[src/design/acrs_regs.vh]
// Purpose: register map, field layout and timing constants of the converter control block
// Assumes: 16-bit registers on a plain strobe port, word index addressing
// Notes: offsets are local indices, not bus byte addresses
//
// Summary of operation
// RQ1 - config fields writable only while enable clear
// RQ2 - start index bits 15-12 pick first slot
// RQ3 - trigger source: soft, t1out1, t2out0, t2out1
// RQ4 - pulse mode uses sampling timer, else trigger
// RQ5 - invert bit inverts selected trigger input
// RQ6 - clock divider divides by field plus one
// RQ7 - clock source: osc, aux, main, sub-main
// RQ8 - sequence modes: single, sequence, repeat variants
// RQ9 - busy bit reads one while active
// RQ10 - result twelve bits right-justified
// RQ11 - result upper four bits read zero
// RQ12 - software start self-clears, settable with enable
// RQ13 - ready flag set on load, cleared on access
`ifndef ACRS_REGS_VH
`define ACRS_REGS_VH

`define ACRS_ADDR_W        6
`define ACRS_OFF_CTL0      6'h00
`define ACRS_OFF_CTL1      6'h01
`define ACRS_OFF_FLAGS     6'h02
`define ACRS_OFF_MEM0      6'h10
`define ACRS_OFF_MEM_MASK  6'h30

`define ACRS_CTL0_SC       0
`define ACRS_CTL0_ENC      1
`define ACRS_CTL0_RESET    2'h0

`define ACRS_CTL1_BUSY     0
`define ACRS_CTL1_RESET    16'h0000
`define ACRS_CTL1_CFG_MASK 16'hfffe

`define ACRS_SHS_SOFT      2'h0
`define ACRS_SHS_T1OUT1    2'h1
`define ACRS_SHS_T2OUT0    2'h2
`define ACRS_SHS_T2OUT1    2'h3

`define ACRS_SEQ_SINGLE    2'h0
`define ACRS_SEQ_SEQ       2'h1
`define ACRS_SEQ_RPT_ONE   2'h2
`define ACRS_SEQ_RPT_SEQ   2'h3

`define ACRS_SAMPLE_CYCLES 8'h04
`define ACRS_CONV_CYCLES   8'h0d

`endif

[src/design/acrs_top.v]
// Purpose: second control register, sampling control and result store of a 12-bit converter
// Assumes: core returns a result with a one-cycle valid strobe; pins are asynchronous
// Notes: in pulse mode sampling length counts divided conversion clock ticks, else it follows the trigger; conversion ends on the core valid strobe
//
// The register addresses and the plain strobed port were chosen for this implementation.
`timescale 1ns/1ps
`default_nettype none
`include "acrs_regs.vh"
module acrs_top (
	// clock and reset
	input  wire                    mclk,
	input  wire                    reset_n,
	// register port
	input  wire [`ACRS_ADDR_W-1:0] reg_addr,
	input  wire [15:0]             reg_wdata,
	input  wire                    reg_wr,
	input  wire                    reg_rd,
	output reg  [15:0]             reg_rdata_r,
	// timer outputs and clock sources, asynchronous
	input  wire                    first_timer_output_one,
	input  wire                    second_timer_output_zero,
	input  wire                    second_timer_output_one,
	input  wire                    internal_conv_oscillator,
	input  wire                    aux_clock,
	input  wire                    main_clock,
	input  wire                    sub_main_clock,
	// converter core
	input  wire                    core_result_valid,
	input  wire [11:0]             core_result,
	output reg                     sampling_signal_r,
	output reg                     core_convert_r,
	output reg  [3:0]              core_slot_r,
	output reg                     conversion_active_r
);
	localparam ST_IDLE = 2'h0;
	localparam ST_WAIT = 2'h1;
	localparam ST_SAMP = 2'h2;
	localparam ST_CONV = 2'h3;

	// control state
	reg         conversion_enable_r;
	reg         software_start_r;
	reg  [15:0] ctl1_r;
	reg  [15:0] ready_r;
	reg  [11:0] mem_r [0:15];
	reg  [1:0]  state_r;
	reg  [7:0]  tcnt_r;
	reg  [3:0]  slot_r;
	reg         trig_prev_r;
	reg  [6:0]  sync1_r;
	reg  [6:0]  sync2_r;

	wire [3:0]  start_slot_index      = ctl1_r[15:12];
	wire [1:0]  sample_trigger_source = ctl1_r[11:10];
	wire        pulse_sampling_select = ctl1_r[9];
	wire        trigger_invert        = ctl1_r[8];
	wire [2:0]  conv_clock_divider    = ctl1_r[7:5];
	wire [1:0]  conv_clock_source     = ctl1_r[4:3];
	wire [1:0]  sequence_mode_select  = ctl1_r[2:1];

	wire        conv_tick;
	wire        is_mem  = (reg_addr & `ACRS_OFF_MEM_MASK) == `ACRS_OFF_MEM0;
	wire [3:0]  mem_idx = reg_addr[3:0];
	wire        wr_ctl0 = reg_wr && reg_addr == `ACRS_OFF_CTL0;
	wire        wr_ctl1 = reg_wr && reg_addr == `ACRS_OFF_CTL1;
	wire        wr_flag = reg_wr && reg_addr == `ACRS_OFF_FLAGS;

	// two flops on every pin before use
	always @(posedge mclk or negedge reset_n) begin
		if (!reset_n) begin
			sync1_r <= 7'h00;
			sync2_r <= 7'h00;
		end else begin
			sync1_r <= {sub_main_clock, main_clock, aux_clock, internal_conv_oscillator,
				second_timer_output_one, second_timer_output_zero, first_timer_output_one};
			sync2_r <= sync1_r;
		end
	end

	acrs_clkdiv u_div (
		.mclk    (mclk),
		.reset_n (reset_n),
		.src_sel (conv_clock_source),
		.div_sel (conv_clock_divider),
		.src_lvl (sync2_r[6:3]),
		.tick_r  (conv_tick)
	);

	// trigger selection and polarity
	reg trig_sel;
	always @* begin
		case (sample_trigger_source)  // [RQ3]
		`ACRS_SHS_SOFT:   trig_sel = software_start_r;
		`ACRS_SHS_T1OUT1: trig_sel = sync2_r[0];
		`ACRS_SHS_T2OUT0: trig_sel = sync2_r[1];
		`ACRS_SHS_T2OUT1: trig_sel = sync2_r[2];
		default:          trig_sel = 1'b0;
		endcase
	end
	wire trig     = trig_sel ^ trigger_invert;  // [RQ5]
	wire trig_up  = trig & ~trig_prev_r;
	wire is_seq   = sequence_mode_select[0];
	wire is_rpt   = sequence_mode_select[1];  // [RQ8]
	// sequences end after the last slot; no end-of-sequence marks here
	wire last     = !is_seq || slot_r == 4'hf;
	wire samp_end = pulse_sampling_select ? (conv_tick && tcnt_r == 8'h00)
		: !trig;  // [RQ4]

	// sequencer
	reg [1:0] state_nxt;
	always @* begin
		state_nxt = state_r;
		case (state_r)
		ST_IDLE: if (conversion_enable_r && trig_up) state_nxt = ST_SAMP;
		ST_WAIT: if (!conversion_enable_r) state_nxt = ST_IDLE;
			else if (is_seq && !pulse_sampling_select ? trig_up : trig_up || pulse_sampling_select)
				state_nxt = ST_SAMP;
		ST_SAMP: if (samp_end) state_nxt = ST_CONV;
		ST_CONV: if (core_result_valid)
				state_nxt = (last && !is_rpt) ? ST_IDLE : ST_WAIT;  // [RQ8]
		default: state_nxt = ST_IDLE;
		endcase
	end

	always @(posedge mclk or negedge reset_n) begin
		if (!reset_n) begin
			state_r             <= ST_IDLE;
			tcnt_r              <= 8'h00;
			slot_r              <= 4'h0;
			trig_prev_r         <= 1'b0;
			sampling_signal_r   <= 1'b0;
			core_convert_r      <= 1'b0;
			core_slot_r         <= 4'h0;
			conversion_active_r <= 1'b0;
		end else begin
			state_r     <= state_nxt;
			trig_prev_r <= trig;
			core_convert_r <= 1'b0;
			if (state_r == ST_IDLE)
				slot_r <= start_slot_index;  // [RQ2]
			if (state_nxt == ST_SAMP && state_r != ST_SAMP)
				tcnt_r <= `ACRS_SAMPLE_CYCLES;
			else if (state_r == ST_SAMP && conv_tick && tcnt_r != 8'h00)
				tcnt_r <= tcnt_r - 8'h01;
			if (state_nxt == ST_CONV && state_r == ST_SAMP)
				core_convert_r <= 1'b1;
			if (state_r == ST_CONV && core_result_valid)
				slot_r <= (last ? start_slot_index : slot_r + 4'h1);
			sampling_signal_r   <= state_nxt == ST_SAMP;  // [RQ4]
			// slot must already stand beside the convert pulse
			core_slot_r         <= state_nxt == ST_CONV ? slot_r : core_slot_r;  // [RQ2]
			conversion_active_r <= state_nxt != ST_IDLE;  // [RQ9]
		end
	end

	// registers
	integer i;
	always @(posedge mclk or negedge reset_n) begin
		if (!reset_n) begin
			conversion_enable_r <= 1'b0;
			software_start_r    <= 1'b0;
			ctl1_r              <= `ACRS_CTL1_RESET;
			ready_r             <= 16'h0000;
			for (i = 0; i < 16; i = i + 1)
				mem_r[i] <= 12'h000;
		end else begin
			if (wr_ctl0) begin
				conversion_enable_r <= reg_wdata[`ACRS_CTL0_ENC];
				software_start_r    <= reg_wdata[`ACRS_CTL0_SC];  // [RQ12]
			end else if (software_start_r && trig_up) begin
				software_start_r <= 1'b0;  // [RQ12]
			end
			if (wr_ctl1 && !conversion_enable_r)  // [RQ1]
				ctl1_r <= reg_wdata & `ACRS_CTL1_CFG_MASK;
			if (reg_wr && is_mem)
				mem_r[mem_idx] <= reg_wdata[11:0];  // [RQ10]
			if (wr_flag)
				ready_r <= reg_wdata;
			// access clears, a load in the same cycle wins
			if ((reg_rd || reg_wr) && is_mem)
				ready_r[mem_idx] <= 1'b0;  // [RQ13]
			if (state_r == ST_CONV && core_result_valid) begin
				mem_r[slot_r]   <= core_result;  // [RQ10]
				ready_r[slot_r] <= 1'b1;  // [RQ13]
			end
		end
	end

	// read data, one cycle after strobe
	always @(posedge mclk or negedge reset_n) begin
		if (!reset_n) begin
			reg_rdata_r <= 16'h0000;
		end else if (reg_rd) begin
			if (is_mem)
				reg_rdata_r <= {4'h0, mem_r[mem_idx]};  // [RQ11]
			else if (reg_addr == `ACRS_OFF_CTL0)
				reg_rdata_r <= {14'h0000, conversion_enable_r, software_start_r};
			else if (reg_addr == `ACRS_OFF_CTL1)
				reg_rdata_r <= {ctl1_r[15:1], conversion_active_r};  // [RQ9]
			else if (reg_addr == `ACRS_OFF_FLAGS)
				reg_rdata_r <= ready_r;
			else
				reg_rdata_r <= 16'h0000;
		end else begin
			reg_rdata_r <= 16'h0000;
		end
	end
endmodule
`default_nettype wire

[src/design/acrs_clkdiv.v]
// Purpose: conversion clock source selection and integer divider
// Assumes: source clocks are already sampled into the mclk domain
// Notes: output is a one-cycle tick per divided period, not a clock
`timescale 1ns/1ps
`default_nettype none
`include "acrs_regs.vh"
module acrs_clkdiv (
	// clock and reset
	input  wire       mclk,
	input  wire       reset_n,
	// configuration
	input  wire [1:0] src_sel,
	input  wire [2:0] div_sel,
	// synchronised source levels
	input  wire [3:0] src_lvl,
	// divided tick
	output reg        tick_r
);
	reg        prev_r;
	reg  [2:0] cnt_r;
	wire       lvl  = src_lvl[src_sel];  // [RQ7]
	wire       rise = lvl & ~prev_r;

	always @(posedge mclk or negedge reset_n) begin
		if (!reset_n) begin
			prev_r <= 1'b0;
			cnt_r  <= 3'h0;
			tick_r <= 1'b0;
		end else begin
			prev_r <= lvl;
			tick_r <= 1'b0;
			if (rise) begin
				if (cnt_r >= div_sel) begin  // [RQ6]
					cnt_r  <= 3'h0;
					tick_r <= 1'b1;
				end else begin
					cnt_r <= cnt_r + 3'h1;
				end
			end
		end
	end
endmodule
`default_nettype wire

[config.mk]
export PLATFORM = sky130hd
export DESIGN_NAME = acrs_top
export DESIGN_NICKNAME = d
export VERILOG_FILES = /design/src/design/acrs_top.v /design/src/design/acrs_clkdiv.v
export VERILOG_INCLUDE_DIRS = /design/src /design/src/design
export SDC_FILE = /design/constraint.sdc
export NUM_CORES = 1
export LEC_CHECK = 0
export BUFFER_PORTS_ARGS = -buffer_cell sky130_fd_sc_hd__buf_4
export CAP_MARGIN = 0
export CORE_MARGIN = 3
export CORE_UTILIZATION = 50
export CTS_BUF_LIST = sky130_fd_sc_hd__clkbuf_4
export DETAILED_ROUTE_END_ITERATION = 10
export GPL_TIMING_DRIVEN = 0
export PLACE_DENSITY = 0.81
export SYNTH_ARGS = -nofsm -noshare
export SYNTH_HDL_FRONTEND = slang
export SYNTH_SLANG_ARGS = --single-unit
[constraint.sdc]
create_clock -name mclk -period 2.2 [get_ports mclk]
set_input_delay 0.22 -clock mclk [delete_from_list [all_inputs] [get_ports mclk]]
set_output_delay 0.22 -clock mclk [all_outputs]
set_load 0.02 [all_outputs]
==> flow_summary.ini <==
[cells_and_area]
layout-area-overhead-vs-synth_pct = 15.9
fillCellCount = 2274
multi_input_area_um2 = 7080
final_common_cell = dfrtp_1
drive_gt1_share_pct = 20.8
nNetsFinal = 1571
seq_area_um2 = 7060
mostFrequentLayoutCells = 281 x dfrtp_1, 213 x mux2i_1, 190 x nor2_1
postLayoutCoreUtil_pct = 59.8

[worst_hold_path]
hp-class = in2reg
whs_path_depth = 5

[sta]
rsz0062_at_grt = yes
fmax_ghz = 0.434
finalCriticalPeriod_ns = 2.31
hold_ws_ns = 0.121
hold_viol_final = 0
setup_viol_count_final = 4
post-route-period-util_pct = 105
tightest_slew_ns = 0.911
fin_skew_ns = 0.0333
finalWorstSetupSlack_ns = -0.107
slew_violations = 0
slew_headroom_pct = 39.3

[synth]
ys_seq_area_share_pct = 48.3
syn_avg_cell_area_um2 = 10.8
synth_top_area_share_pct = 48.3
synth_fp_nets = 1414
synth_edf_count = 0
async_reset_ff_share_pct = 100
synth_cell_types = 51
ys.flop_type = dfrtp_1
netlist_top_cells_area = dfrtp_1 48%, mux2i_1 15%, mux4_2 9.4%, a21oi_1 5.3%, nor2_1 4.9%
netlist.top_cell.by_area = dfrtp_1
ys_seq_elements = 282
netlist_instances = 1358
ys.warnings.count = 0
synth_area_um2 = 14600

[floorplanning]
std_cell_rows = 61
die_w_um = 177
fp.dieH_um = 177
fp.dieArea_um2 = 31300
start_util_pct = 51.6
ios = 69
core_area_um2 = 28300

[pwr]
ir_drop_v = 0.000488
leakage_nw = 7.57
power_density_nw_per_um2 = 935

[route]
vias = 12100
wl_um = 45700
viasPerCell = 6.20
route.antenna.remaining_nets = 0
drc = 1
wl_per_cell_um = 23.5
drt-initial-drc-count = 1513
drt-pass1-iter-count = 11

[cts]
insertion_delay_ns = 0.72
cts_num_sinks = 282
cts_tree = yes
htreeDepth = 3
path_clk_slew_ns = 0.07
clockBufferDepth = 3
cts_buffers = 75
root_buffer = clkbuf_4

[setup_path]
worst_setup_path_start_kind = register
required_ns = 2.78
reg2reg_slack_ns = -0.11
cpMaxStageDelayCell = dfrtp_1
rr_worst_depth = 7
cp_max_fo = 4
crit_path_end_kind = register
crit_family = compound AO/OA/AOI/OAI gates
cp.arrival_ns = 2.89
slowest_delay_ns = 0.41
cp_num_cells = 7
path_buf_inv = 1
crit_type = reg2reg
path_cells = inv_2 > ha_1 > or3b_4 > o32ai_4 > o311ai_4 > a32oi_4 > mux2_4

[placement]
gp_congestion = 0.969
dp_hpwl_um = 31400
portBuffers = 42

[global_routing]
track_usage_pct = 29.5
grt_start_max_net_pins = 114
grtUsageMet3_pct = 9.87
grtUsageMet2_pct = 44.6
grt_use_met1_pct = 37.8
antenna_found_initial = 4
overflow = 0
grt_pass1_vias = 12200
grt.busiest_layer = met2
grt_pass1_wl_um = 70100

[job]
maxCapViolations = 0

[run_status]
violations = design-rule violations, negative setup slack
outcome = complete, but fails checks
==> worst register-to-register path, delay by kind of cell (launching register included) <==
kind                     cells  cell delay [ns]
AND/OR/NAND/NOR              1             0.41
AO/OA/AOI/OAI                3             0.86
flip-flops                   1             0.41
buffers and inverters        1             0.07
adder cells (fa/ha/maj)      1             0.13
multiplexers                 1             0.33
==> path summary, 6_finish.rpt <==
kind                                             from                          to
min in group asynchronous                     reset_n  core_slot_r[1]$_DFFE_PN0N_
worst min-delay path                      reg_addr[5]        ready_r[2]$_DFF_PN0_
max in group asynchronous                     reset_n          mem_r[3]$_DFF_PN0_
worst max register to register  tcnt_r[1]$_DFFE_PN0P_  core_slot_r[3]$_DFFE_PN0N_
worst min register to register   sync1_r[5]$_DFF_PN0_        sync2_r[5]$_DFF_PN0_
worst max-delay path            tcnt_r[1]$_DFFE_PN0P_  core_slot_r[3]$_DFFE_PN0N_
==> repair_timing <==
| item | in CTS | in global routing |
|---|---|---|
| resized for setup | 43 | 23 |
| setup buffers | 4 | 8 |
| hold buffers | 28 | 0 |
| hold endpoints to repair | 198 | 0 |
| pin swaps | 3 | 1 |
| setup endpoints to repair | 216 | 189 |
==> synth_stat cells, types with 8 or more instances <==
cell and n:
mux4_2 61, mux2_1 14, a22o_1 20, ha_1 10, buf_2 28, inv_1 17
o21ai_1 21, nor2b_1 8, a21oi_1 154, mux2i_1 215, dfrtp_1 282, o21ai_0 52
buf_1 19, nand2_1 72, nand3_1 19, clkbuf_1 85, nand2b_1 10, nor3_1 9
nor2_1 191
==> layer usage <==
metal	vias up	share of wire, %
met1	5853	36
met2	874	45
met3	183	13
met5	-	0.087
met4	6	5.3
li1	5150	-
==> logic make-up after synthesis <==
group | Yosys count | synth area share (%)
AND/OR/NAND/NOR | 342 | 10.2
AO/OA/AOI/OAI | 267 | 10.2
adder cells (fa/ha/maj) | 10 | 0.856
XOR/XNOR | 8 | 0.480
multiplexers | 298 | 25.9
flip-flops | 282 | 48.3
buffers and inverters | 151 | 4.17
==> where the power goes <==
group          total, mW  switching (mW)  internal (mW)  leakage [nW]
registers           7.20           0.806           6.39          3.70
clock network       4.74            2.28           2.47         0.554
logic               3.90            2.04           1.85          3.32
total               15.8            5.12           10.7          7.57
==> layout make-up <==
class / count / share of cell area (%)
sequential: 282 / 41.7
antenna: 1 / 0.0148
timing repair buffer: 84 / 4.42
buffer: 130 / 3.38
tap: 378 / 2.79
inverter: 17 / 0.377
clock inverter: 21 / 0.805
multi-input combinational: 925 / 41.8
clock buffer: 107 / 4.74
==> state kept, by name, indices dropped and copies added, names as in the netlist <==
signal and cells:
mem_r 192, ready_r 16, reg_rdata_r 16, ctl1_r 15
tcnt_r 8, sync1_r 7, sync2_r 7, core_slot_r 4
slot_r 4, u_div.cnt_r 3, state_r 2, conversion_active_r 1
conversion_enable_r 1, core_convert_r 1, sampling_signal_r 1, software_start_r 1
trig_prev_r 1, u_div.prev_r 1, u_div.tick_r 1
==> metrics by stage <==
stage / total power [mW] / instance area, µm² / std cells / setup slack (ns) / setup TNS, ns
2_1_floorplan: 9.52 / 14600 / 1358 / -0.0226 / -0.0903
3_3_place_gp: 10.6 / 15400 / 1778 / -1.49 / -471.86
3_5_place_dp: 10.8 / 15500 / 1780 / -0.465 / -65.57
4_1_cts: 15.6 / 16900 / 1938 / -0.101 / -0.381
5_1_grt: 16.6 / 16900 / 1945 / -0.212 / -0.857
6_report: 15.8 / 16900 / 1945 / -0.107 / -0.412
Note: power is estimated with default switching activity, not from simulation.
